### config.mk
export PLATFORM = sky130hd
export DESIGN_NAME = fcs_flash_command_sequencer
export DESIGN_NICKNAME = d
export VERILOG_FILES = /design/src/hdl/fcs_pkg.sv /design/src/hdl/fcs_flash_command_sequencer.sv
export SDC_FILE = /design/constraint.sdc
export NUM_CORES = 1
export LEC_CHECK = 0
export BUFFER_PORTS_ARGS = -buffer_cell sky130_fd_sc_hd__buf_2
export CAP_MARGIN = 40
export CORE_ASPECT_RATIO = 1.4
export CORE_MARGIN = 5
export CORE_UTILIZATION = 55
export CTS_CLUSTER_SIZE = 12
export DETAILED_ROUTE_END_ITERATION = 6
export PLACE_DENSITY = 0.89
export SYNTH_ARGS = -nofsm -noshare
export SYNTH_HDL_FRONTEND = slang
export SYNTH_SLANG_ARGS = --single-unit
### constraint.sdc
create_clock -name clk -period 5.8 [get_ports clk]
set_input_delay 0.87 -clock clk [delete_from_list [all_inputs] [get_ports clk]]
set_output_delay 0.87 -clock clk [all_outputs]
set_load 0.03 [all_outputs]
### src/hdl/fcs_pkg.sv
package fcs_pkg;

    // ------------------------------------------------------------
    // Widths and sizes
    // ------------------------------------------------------------
    localparam int ADDR_W      = 17;
    localparam int NUM_BLOCKS  = 8;
    localparam int BLK_W       = 3;
    localparam int BLK_LSB     = 14;

    // ------------------------------------------------------------
    // Command codes (low byte)
    // ------------------------------------------------------------
    localparam logic [7:0] CMD_READ_ARRAY  = 8'hFF;
    localparam logic [7:0] CMD_READ_STATUS = 8'h70;
    localparam logic [7:0] CMD_CLEAR_STAT  = 8'h50;
    localparam logic [7:0] CMD_PROGRAM     = 8'h40;
    localparam logic [7:0] CMD_ERASE       = 8'h20;
    localparam logic [7:0] CMD_LOCK_PROG   = 8'h77;
    localparam logic [7:0] CMD_READ_LOCK   = 8'h71;
    localparam logic [7:0] CMD_CONFIRM     = 8'hD0;

    // ------------------------------------------------------------
    // Status byte layout and reset values
    // ------------------------------------------------------------
    localparam int STAT_READY_POS = 7;
    localparam int STAT_ERASE_POS = 5;
    localparam int STAT_PROG_POS  = 4;
    localparam logic RST_READY    = 1'b1;
    localparam logic RST_ERR      = 1'b0;
    localparam logic RST_LOCK     = 1'b1;

    // ------------------------------------------------------------
    // Operation timing
    // ------------------------------------------------------------
    localparam int CLK_MHZ        = 200;
    localparam int PROG_TIME_US   = 50;
    localparam int ERASE_TIME_US  = 200;
    localparam int LOCK_TIME_US   = 50;
    localparam int PROG_CYCLES    = PROG_TIME_US * CLK_MHZ;
    localparam int ERASE_CYCLES   = ERASE_TIME_US * CLK_MHZ;
    localparam int LOCK_CYCLES    = LOCK_TIME_US * CLK_MHZ;
    localparam int CNT_W          = 24;

    typedef enum logic [1:0] {
        FCS_RD_ARRAY,
        FCS_RD_STATUS
    } fcs_read_mode_e;

    typedef enum logic [2:0] {
        FCS_IDLE,
        FCS_WAIT_PROG,
        FCS_WAIT_ERASE,
        FCS_WAIT_LOCK,
        FCS_WAIT_RDLOCK,
        FCS_BUSY
    } fcs_state_e;

    typedef enum logic [1:0] {
        FCS_OP_PROG,
        FCS_OP_ERASE,
        FCS_OP_LOCK
    } fcs_op_e;

    // CPU-side bus access
    typedef struct packed {
        logic               wr;
        logic               rd;
        logic [ADDR_W-1:0]  addr;
        logic [15:0]        wdata;
    } fcs_bus_s;

    // Array engine request
    typedef struct packed {
        logic               start;
        fcs_op_e            op;
        logic [ADDR_W-1:0]  addr;
        logic [15:0]        data;
    } fcs_array_req_s;

endpackage : fcs_pkg

### src/hdl/fcs_flash_command_sequencer.sv
// Behaviour
// - 16-bit even writes; upper command byte ignored
// - FF enters read array mode
// - 70 makes next read return status
// - 50 clears both error bits
// - 40 then data write starts program
// - Ready flag low during programming
// - Program error flag holds program outcome
// - RAM-exec op start switches to status reads
// - 20 then D0 starts block erase
// - Erase error flag holds erase outcome
// - After RAM-exec erase, status until array/lock read
// - 77 then D0 clears block lock bit
// - 71 then D0 copies lock bit
// - Lock bit 0 protects block
// - Only reset or error-free erase sets lock bit
// - Lock disable ignores lock bits, keeps data
// - Erase with lock disable unlocks block
// - RAM-exec reads status after ops
// - Busy bit low during any operation
// - Status byte: bits 7, 5, 4
// - Errors refuse program, erase, lock program
// - Bad sequence sets both errors
// - No lock error while lock disabled
`timescale 1ns/1ps

module fcs_flash_command_sequencer #(
    parameter int PROG_CYC  = fcs_pkg::PROG_CYCLES,
    parameter int ERASE_CYC = fcs_pkg::ERASE_CYCLES,
    parameter int LOCK_CYC  = fcs_pkg::LOCK_CYCLES
) (
    // Clock and reset
    input  wire logic                          clk,
    input  wire logic                          reset_n,
    input  wire logic                          clk_en,
    // CPU bus into user ROM area
    input  wire fcs_pkg::fcs_bus_s             bus,
    output logic [15:0]                        rdata,
    // Control register bits
    input  wire logic                          ram_exec_rewrite_mode,
    input  wire logic                          rom_exec_rewrite_mode,
    input  wire logic                          lock_disable_bit,
    output logic                               sequencer_ready_flag,
    output logic                               program_error_flag,
    output logic                               erase_error_flag,
    output logic                               lock_status_result,
    output logic [7:0]                         status_byte,
    // Flash array engine
    output fcs_pkg::fcs_array_req_s            array_req,
    input  wire logic                          array_done,
    input  wire logic                          array_fail,
    input  wire logic [15:0]                   array_rdata
);

    // ------------------------------------------------------------
    // Declarations
    // ------------------------------------------------------------
    fcs_pkg::fcs_state_e                 state_q;
    fcs_pkg::fcs_read_mode_e             rmode_q;
    fcs_pkg::fcs_op_e                    op_q;
    logic [fcs_pkg::ADDR_W-1:0]          addr_q;
    logic [fcs_pkg::NUM_BLOCKS-1:0]      lock_q;
    logic                                ready_q;
    logic                                perr_q;
    logic                                eerr_q;
    logic                                lkres_q;
    logic [fcs_pkg::CNT_W-1:0]           cnt_q;
    logic [15:0]                         rdata_q;
    fcs_pkg::fcs_array_req_s             req_q;

    logic                                en_mode;
    logic                                wr_ok;
    logic [7:0]                          cmd;
    logic                                any_err;
    logic [fcs_pkg::BLK_W-1:0]           blk_sel;
    logic [fcs_pkg::BLK_W-1:0]           op_blk;
    logic                                blk_unlocked;
    logic                                op_unlocked;
    logic                                addr_match;
    logic                                op_end;
    logic                                op_fail;
    logic                                bad_seq;
    logic                                start_op;
    fcs_pkg::fcs_op_e                    start_kind;
    logic                                clr_stat;
    logic [fcs_pkg::CNT_W-1:0]           op_cycles;

    // ------------------------------------------------------------
    // Decode
    // ------------------------------------------------------------
    assign en_mode    = ram_exec_rewrite_mode | rom_exec_rewrite_mode;
    assign wr_ok      = clk_en & en_mode & bus.wr & ~bus.addr[0];
    assign cmd        = bus.wdata[7:0];
    assign any_err    = perr_q | eerr_q;
    assign blk_sel    = bus.addr[fcs_pkg::BLK_LSB +: fcs_pkg::BLK_W];
    assign op_blk     = addr_q[fcs_pkg::BLK_LSB +: fcs_pkg::BLK_W];
    assign blk_unlocked = lock_q[blk_sel] | lock_disable_bit;
    assign op_unlocked  = lock_q[op_blk] | lock_disable_bit;
    assign addr_match = (bus.addr == addr_q);
    assign op_end     = (state_q == fcs_pkg::FCS_BUSY) && (cnt_q == '0) && array_done;
    assign op_fail    = array_fail;

    // Second-cycle checks and command start
    always_comb begin
        bad_seq    = 1'b0;
        start_op   = 1'b0;
        start_kind = fcs_pkg::FCS_OP_PROG;
        clr_stat   = 1'b0;
        if (wr_ok) begin
            unique case (state_q)
                fcs_pkg::FCS_WAIT_PROG: begin
                    if (!addr_match) begin
                        bad_seq = 1'b1;
                    end else begin
                        start_op   = 1'b1;
                        start_kind = fcs_pkg::FCS_OP_PROG;
                    end
                end
                fcs_pkg::FCS_WAIT_ERASE: begin
                    if (cmd == fcs_pkg::CMD_CONFIRM) begin
                        start_op   = 1'b1;
                        start_kind = fcs_pkg::FCS_OP_ERASE;
                    end else if (cmd != fcs_pkg::CMD_READ_ARRAY) begin
                        bad_seq = 1'b1;
                    end
                end
                fcs_pkg::FCS_WAIT_LOCK: begin
                    if (cmd == fcs_pkg::CMD_CONFIRM && addr_match) begin
                        start_op   = 1'b1;
                        start_kind = fcs_pkg::FCS_OP_LOCK;
                    end else if (cmd != fcs_pkg::CMD_READ_ARRAY) begin
                        bad_seq = 1'b1;
                    end
                end
                fcs_pkg::FCS_WAIT_RDLOCK: begin
                    if (cmd != fcs_pkg::CMD_CONFIRM && cmd != fcs_pkg::CMD_READ_ARRAY) begin
                        bad_seq = 1'b1;
                    end
                end
                fcs_pkg::FCS_IDLE: begin
                    clr_stat = (cmd == fcs_pkg::CMD_CLEAR_STAT);
                    if (cmd != fcs_pkg::CMD_READ_ARRAY && cmd != fcs_pkg::CMD_READ_STATUS &&
                        cmd != fcs_pkg::CMD_CLEAR_STAT && cmd != fcs_pkg::CMD_PROGRAM &&
                        cmd != fcs_pkg::CMD_ERASE && cmd != fcs_pkg::CMD_LOCK_PROG &&
                        cmd != fcs_pkg::CMD_READ_LOCK) begin
                        bad_seq = 1'b1;
                    end
                end
                default: begin
                    bad_seq = 1'b0;
                end
            endcase
        end
    end

    // ------------------------------------------------------------
    // Command state machine
    // ------------------------------------------------------------
    always_ff @(posedge clk or negedge reset_n) begin
        if (!reset_n) begin
            state_q <= fcs_pkg::FCS_IDLE;
            addr_q  <= '0;
            op_q    <= fcs_pkg::FCS_OP_PROG;
        end else if (clk_en) begin
            if (state_q == fcs_pkg::FCS_BUSY) begin
                if (op_end) begin
                    state_q <= fcs_pkg::FCS_IDLE;
                end
            end else if (wr_ok) begin
                if (state_q == fcs_pkg::FCS_IDLE) begin
                    addr_q <= bus.addr;
                    if (!any_err && cmd == fcs_pkg::CMD_PROGRAM) begin
                        state_q <= fcs_pkg::FCS_WAIT_PROG;
                    end else if (!any_err && cmd == fcs_pkg::CMD_ERASE) begin
                        state_q <= fcs_pkg::FCS_WAIT_ERASE;
                    end else if (!any_err && cmd == fcs_pkg::CMD_LOCK_PROG) begin
                        state_q <= fcs_pkg::FCS_WAIT_LOCK;
                    end else if (cmd == fcs_pkg::CMD_READ_LOCK) begin
                        state_q <= fcs_pkg::FCS_WAIT_RDLOCK;
                    end
                end else if (start_op) begin
                    state_q <= fcs_pkg::FCS_BUSY;
                    op_q    <= start_kind;
                    addr_q  <= bus.addr;
                end else begin
                    state_q <= fcs_pkg::FCS_IDLE;
                end
            end
        end
    end

    // ------------------------------------------------------------
    // Read mode selection
    // ------------------------------------------------------------
    always_ff @(posedge clk or negedge reset_n) begin
        if (!reset_n) begin
            rmode_q <= fcs_pkg::FCS_RD_ARRAY;
        end else if (wr_ok) begin
            if (state_q == fcs_pkg::FCS_IDLE && cmd == fcs_pkg::CMD_READ_ARRAY) begin
                rmode_q <= fcs_pkg::FCS_RD_ARRAY;
            end else if (state_q == fcs_pkg::FCS_IDLE && cmd == fcs_pkg::CMD_READ_STATUS) begin
                rmode_q <= fcs_pkg::FCS_RD_STATUS;
            end else if (start_op && ram_exec_rewrite_mode) begin
                // Start wins over FF program data
                rmode_q <= fcs_pkg::FCS_RD_STATUS;
            end else if (state_q == fcs_pkg::FCS_WAIT_RDLOCK ||
                         (state_q != fcs_pkg::FCS_IDLE && state_q != fcs_pkg::FCS_BUSY &&
                          cmd == fcs_pkg::CMD_READ_ARRAY)) begin
                rmode_q <= fcs_pkg::FCS_RD_ARRAY;
            end
        end
    end

    // ------------------------------------------------------------
    // Operation timer and array request
    // ------------------------------------------------------------
    always_comb begin
        unique case (start_kind)
            fcs_pkg::FCS_OP_ERASE: op_cycles = fcs_pkg::CNT_W'(ERASE_CYC);
            fcs_pkg::FCS_OP_LOCK:  op_cycles = fcs_pkg::CNT_W'(LOCK_CYC);
            default:               op_cycles = fcs_pkg::CNT_W'(PROG_CYC);
        endcase
    end

    always_ff @(posedge clk or negedge reset_n) begin
        if (!reset_n) begin
            cnt_q <= '0;
            req_q <= '0;
        end else if (clk_en) begin
            req_q.start <= 1'b0;
            if (start_op) begin
                cnt_q       <= op_cycles - fcs_pkg::CNT_W'(1);
                req_q.start <= (start_kind == fcs_pkg::FCS_OP_LOCK) ? 1'b0 : blk_unlocked;
                req_q.op    <= start_kind;
                req_q.addr  <= bus.addr;
                req_q.data  <= bus.wdata;
            end else if (cnt_q != '0) begin
                cnt_q <= cnt_q - fcs_pkg::CNT_W'(1);
            end
        end
    end

    // ------------------------------------------------------------
    // Ready and error flags
    // ------------------------------------------------------------
    always_ff @(posedge clk or negedge reset_n) begin
        if (!reset_n) begin
            ready_q <= fcs_pkg::RST_READY;
        end else if (clk_en) begin
            if (start_op) begin
                ready_q <= 1'b0;
            end else if (op_end) begin
                ready_q <= 1'b1;
            end
        end
    end

    always_ff @(posedge clk or negedge reset_n) begin
        if (!reset_n) begin
            perr_q <= fcs_pkg::RST_ERR;
            eerr_q <= fcs_pkg::RST_ERR;
        end else if (clk_en) begin
            if (bad_seq) begin
                perr_q <= 1'b1;
                eerr_q <= 1'b1;
            end else if (op_end) begin
                unique case (op_q)
                    fcs_pkg::FCS_OP_PROG:
                        perr_q <= ~op_unlocked | op_fail;
                    fcs_pkg::FCS_OP_ERASE:
                        eerr_q <= ~op_unlocked | op_fail;
                    fcs_pkg::FCS_OP_LOCK:
                        perr_q <= op_fail;
                    default:
                        perr_q <= perr_q;
                endcase
            end else if (clr_stat) begin
                perr_q <= 1'b0;
                eerr_q <= 1'b0;
            end
        end
    end

    // ------------------------------------------------------------
    // Lock bits and lock status result
    // ------------------------------------------------------------
    genvar gi;
    generate
        for (gi = 0; gi < fcs_pkg::NUM_BLOCKS; gi++) begin : g_lock
            always_ff @(posedge clk or negedge reset_n) begin
                if (!reset_n) begin
                    lock_q[gi] <= fcs_pkg::RST_LOCK;
                end else if (clk_en && op_end && op_blk == fcs_pkg::BLK_W'(gi)) begin
                    if (op_q == fcs_pkg::FCS_OP_LOCK && !op_fail) begin
                        lock_q[gi] <= 1'b0;
                    end else if (op_q == fcs_pkg::FCS_OP_ERASE && op_unlocked && !op_fail) begin
                        lock_q[gi] <= 1'b1;
                    end
                end
            end
        end
    endgenerate

    always_ff @(posedge clk or negedge reset_n) begin
        if (!reset_n) begin
            lkres_q <= 1'b0;
        end else if (wr_ok && state_q == fcs_pkg::FCS_WAIT_RDLOCK &&
                     cmd == fcs_pkg::CMD_CONFIRM) begin
            lkres_q <= lock_q[blk_sel];
        end
    end

    // ------------------------------------------------------------
    // Read data path
    // ------------------------------------------------------------
    assign status_byte = {ready_q, 1'b0, eerr_q, perr_q, 4'h0};

    always_ff @(posedge clk or negedge reset_n) begin
        if (!reset_n) begin
            rdata_q <= 16'h0000;
        end else if (clk_en && bus.rd) begin
            if (rmode_q == fcs_pkg::FCS_RD_STATUS) begin
                rdata_q <= {8'h00, status_byte};
            end else begin
                rdata_q <= array_rdata;
            end
        end
    end

    assign rdata                = rdata_q;
    assign sequencer_ready_flag = ready_q;
    assign program_error_flag   = perr_q;
    assign erase_error_flag     = eerr_q;
    assign lock_status_result   = lkres_q;
    assign array_req            = req_q;

endmodule : fcs_flash_command_sequencer

==> flow_summary_export.csv <==
group,metric,value,unit
logic_synthesis,synth_top_area_cell,"dfrtp_1",
layout,area_growth,16.51,%
layout,fillers,766,
clock_network,cts_setup_buffers,0,
logic_synthesis,seq_area_frac_synth,0.5056,
global_routing,grt_pass1_wl,21830,microns
global_routing,grt_use_total,0.2253,
clock_network,clock_sinks,111,
route,via_count,4692,
clock_network,path_clk_slew,0.08,ns
clock_network,ctsResizeCount,0,
logic_synthesis,synth_common_cells,"nand2_1 (133), dfrtp_1 (102), nor2_1 (27), o21ai_0 (27), nand2b_1 (20)",
timing,finalSetupViolCount,0,
clock_network,cts-buffers-inserted,9,
global_routing,grt_max_degree,61,
timing,clock_skew,0.006255,ns
critical_path,cp-start-kind,"primary input",
route,wl,13460,microns
critical_path,critPathKind,"in2reg",
placed_design,post-dp-hpwl,9949,microns
status,status,"complete, no violations",
die,core-area,0.009846,sq mm
flow_run,maxCapViolCount,0,
route,vias_per_cell,5.793,
logic_synthesis,synthArstFlopShare,1.000,
logic_synthesis,netlist.area_leader.share,0.4627,
critical_path,worstPathRequired,6.04,ns
logic_synthesis,synth_compound_area_frac,0.1080,
route,wl_per_cell,16.61,microns
route,drt_pass1_iterations,5,
route,drt_iter0_markers,290,
power_and_ir_drop,power_leakage,3.165,nW
logic_synthesis,postSynthCellCount,574,
critical_path,max_stage_delay,0.67,ns
route,drc_errors,0,
logic_synthesis,yosys.area_share.adder,0,
placed_design,port_buffers,117,
clock_network,htreeDepth,3,
timing,fin_crit_sh,0.6878,
logic_synthesis,synth_xor_area_frac,0.03810,
logic_synthesis,synthSimpleGateAreaFrac,0.2454,
die,die-area,0.01216,sq mm
logic_synthesis,syn_area_per_cell,9.611,sq um
global_routing,grt.overflow.total,0,
die,row_count,43,
critical_path,worstSetupEndpointType,"flop",
logic_synthesis,synth_top_family_by_area,"simple AND/OR/NAND/NOR gates",
critical_path,crit_chain,"buf_2, or4_1, o31ai_1, nor4b_1, a31o_2, buf_4, o31ai_1, a31o_2",
timing,min_period,3.989,ns
logic_synthesis,yosys-top-cells-area,"dfrtp_1 (46%), nand2_1 (9.0%), dfstp_2 (4.3%)",
logic_synthesis,synth_edf_count,0,
placed_design,dp_slack,1.535,ns
logic_synthesis,synth.ff_latch_count,111,
timing,max_freq,250.7,MHz
timing,grt_setup_unrepaired,"no",
die,die_w,94.64,microns
placed_design,place.gp.congestion,0.9351,
clock_network,max-clock-path-buffers,2,
power_and_ir_drop,ir_worst_vdd,0.2863,mV
global_routing,antenna_found_initial,0,
timing,hold_ws,0.4642,ns
die,initial_core_util,0.5603,
logic_synthesis,synth_warnings,0,
clock_network,clkLatencyLatePin,0.35,ns
timing,slew_viol_final,0,
timing,fin_ws,1.811,ns
die,ios,123,
global_routing,grt_pass1_vias,4655,
timing,hold_viol,0,
logic_synthesis,synthMuxAreaShare,0.05852,
logic_synthesis,synth_cell_type_count,66,
timing,relSlewSlack,0.3578,
logic_synthesis,synth_ff_type,"dfrtp_1",
hold_path,hold_class,"reg2reg",
critical_path,slowest_stage,"or4_1",
route,ant_nets,0,
layout,drive_above_1_share,0.2756,
die,die_h,128.5,microns
timing,worstMarginPinSlew,0.9544,ns
logic_synthesis,netlist_area,0.005517,sq mm
layout,antennaDiodeCount,0,
logic_synthesis,post-synth-top-count-cell,"nand2_1",
clock_network,root_buffer,"clkbuf_16",
power_and_ir_drop,power_density,343.3,mW/mm^2
layout,num-nets-final,729,
timing,final.setup.tns,0,ns
clock_network,cts_tree,"built",
clock_network,ctsHoldBuffers,0,
critical_path,critical_path_peak_fanout,40,
critical_path,cp_data_arrival_time,4.23,ns
## where the power goes
part,internal (mW),switching (mW)
logic,0.239,0.286
clock network,0.300,0.297
registers,0.918,0.166
total,1.46,0.749
## stage by stage
stage / utilization / total power [mW] / cells / area (sq um)
3_3_place_gp: 0.6203 / 1.579 / 792 / 6107
2_1_floorplan: - / 1.473 / 578 / 5532
6_report: 0.6528 / 2.207 / 810 / 6427
3_5_place_dp: 0.6236 / 1.614 / 794 / 6140
5_1_grt: 0.6528 / 2.340 / 810 / 6427
4_1_cts: 0.6528 / 2.216 / 810 / 6427
## critical path, delay by kind of cell
kind,cells,cell delay [ns]
AO/OA/AOI/OAI,4,1.43
buffers and inverters,2,0.58
AND/OR/NAND/NOR,2,1.33
## cell usage in the layout, fill, tap and decap left out, drive strengths merged, types with 4 or more instances in the layout
cell type / instances
xnor2: 5
nand4: 8
clkbuf: 9
o21ai: 28
nor2: 27
a21o: 4
inv: 11
or4: 10
nand2: 133
dfrtp: 102
o31ai: 5
or3: 11
mux2: 18
conb: 5
dfstp: 9
nor3: 18
a21oi: 16
nand3: 13
nor4b: 4
a31oi: 6
o31a: 6
buf: 121
nand2b: 20
mux4: 4
nand3b: 4
xor2: 19
nor4: 12
## kinds of logic after synthesis
family | after synthesis
AO/OA/AOI/OAI | 89
XOR/XNOR | 24
buffers and inverters | 48
flip-flops | 111
multiplexers | 25
other | 1
AND/OR/NAND/NOR | 276
## cell type report
cell class / instances / area, sq um / area share
Timing Repair Buffer: 121 / 635.6 / 0.09889
Clock inverter: 7 / 62.56 / 0.009733
Sequential cell: 111 / 2789 / 0.4339
Inverter: 8 / 30.03 / 0.004672
Clock buffer: 9 / 225.2 / 0.03504
Multi-Input combinational cell: 419 / 2516 / 0.3915
Tap cell: 135 / 168.9 / 0.02628
## per-layer routing
metal	vias up	part of all wire	track usage
met5	-	0	0
met1	2265	0.37	0.2616
met3	41	0.054	0.05146
li1	2201	-	-
met2	185	0.53	0.3866
met4	0	0.042	0.1138
## path summary, 6_finish.rpt
check,startpoint,end,slack (ns),cells after the start
max,bus[1],cnt_q[11]$_DFFE_PN0P_,1.81,8
min,array_req[2]$_DFFE_PN0P_,array_req[2]$_DFFE_PN0P_,0.46,2
max reg2reg,cnt_q[11]$_DFFE_PN0P_,lock_q[6]$_DFFE_PN1P_,2.41,6
min reg2reg,array_req[2]$_DFFE_PN0P_,array_req[2]$_DFFE_PN0P_,0.46,2
max in group asynchronous,reset_n,rmode_q[0]$_DFFE_PN0P_,4.07,2
min in group asynchronous,reset_n,array_req[29]$_DFFE_PN0P_,0.55,1
## flip-flops by register name, indices dropped and copies added, names as in the netlist
signal,cells
program_error_flag,1
addr_q,17
sequencer_ready_flag,1
rdata,16
op_q,2
erase_error_flag,1
rmode_q,1
state_q,3
lock_q,8
array_req,36
lock_status_result,1
cnt_q,24
Note: power is estimated with default switching activity, not from simulation.
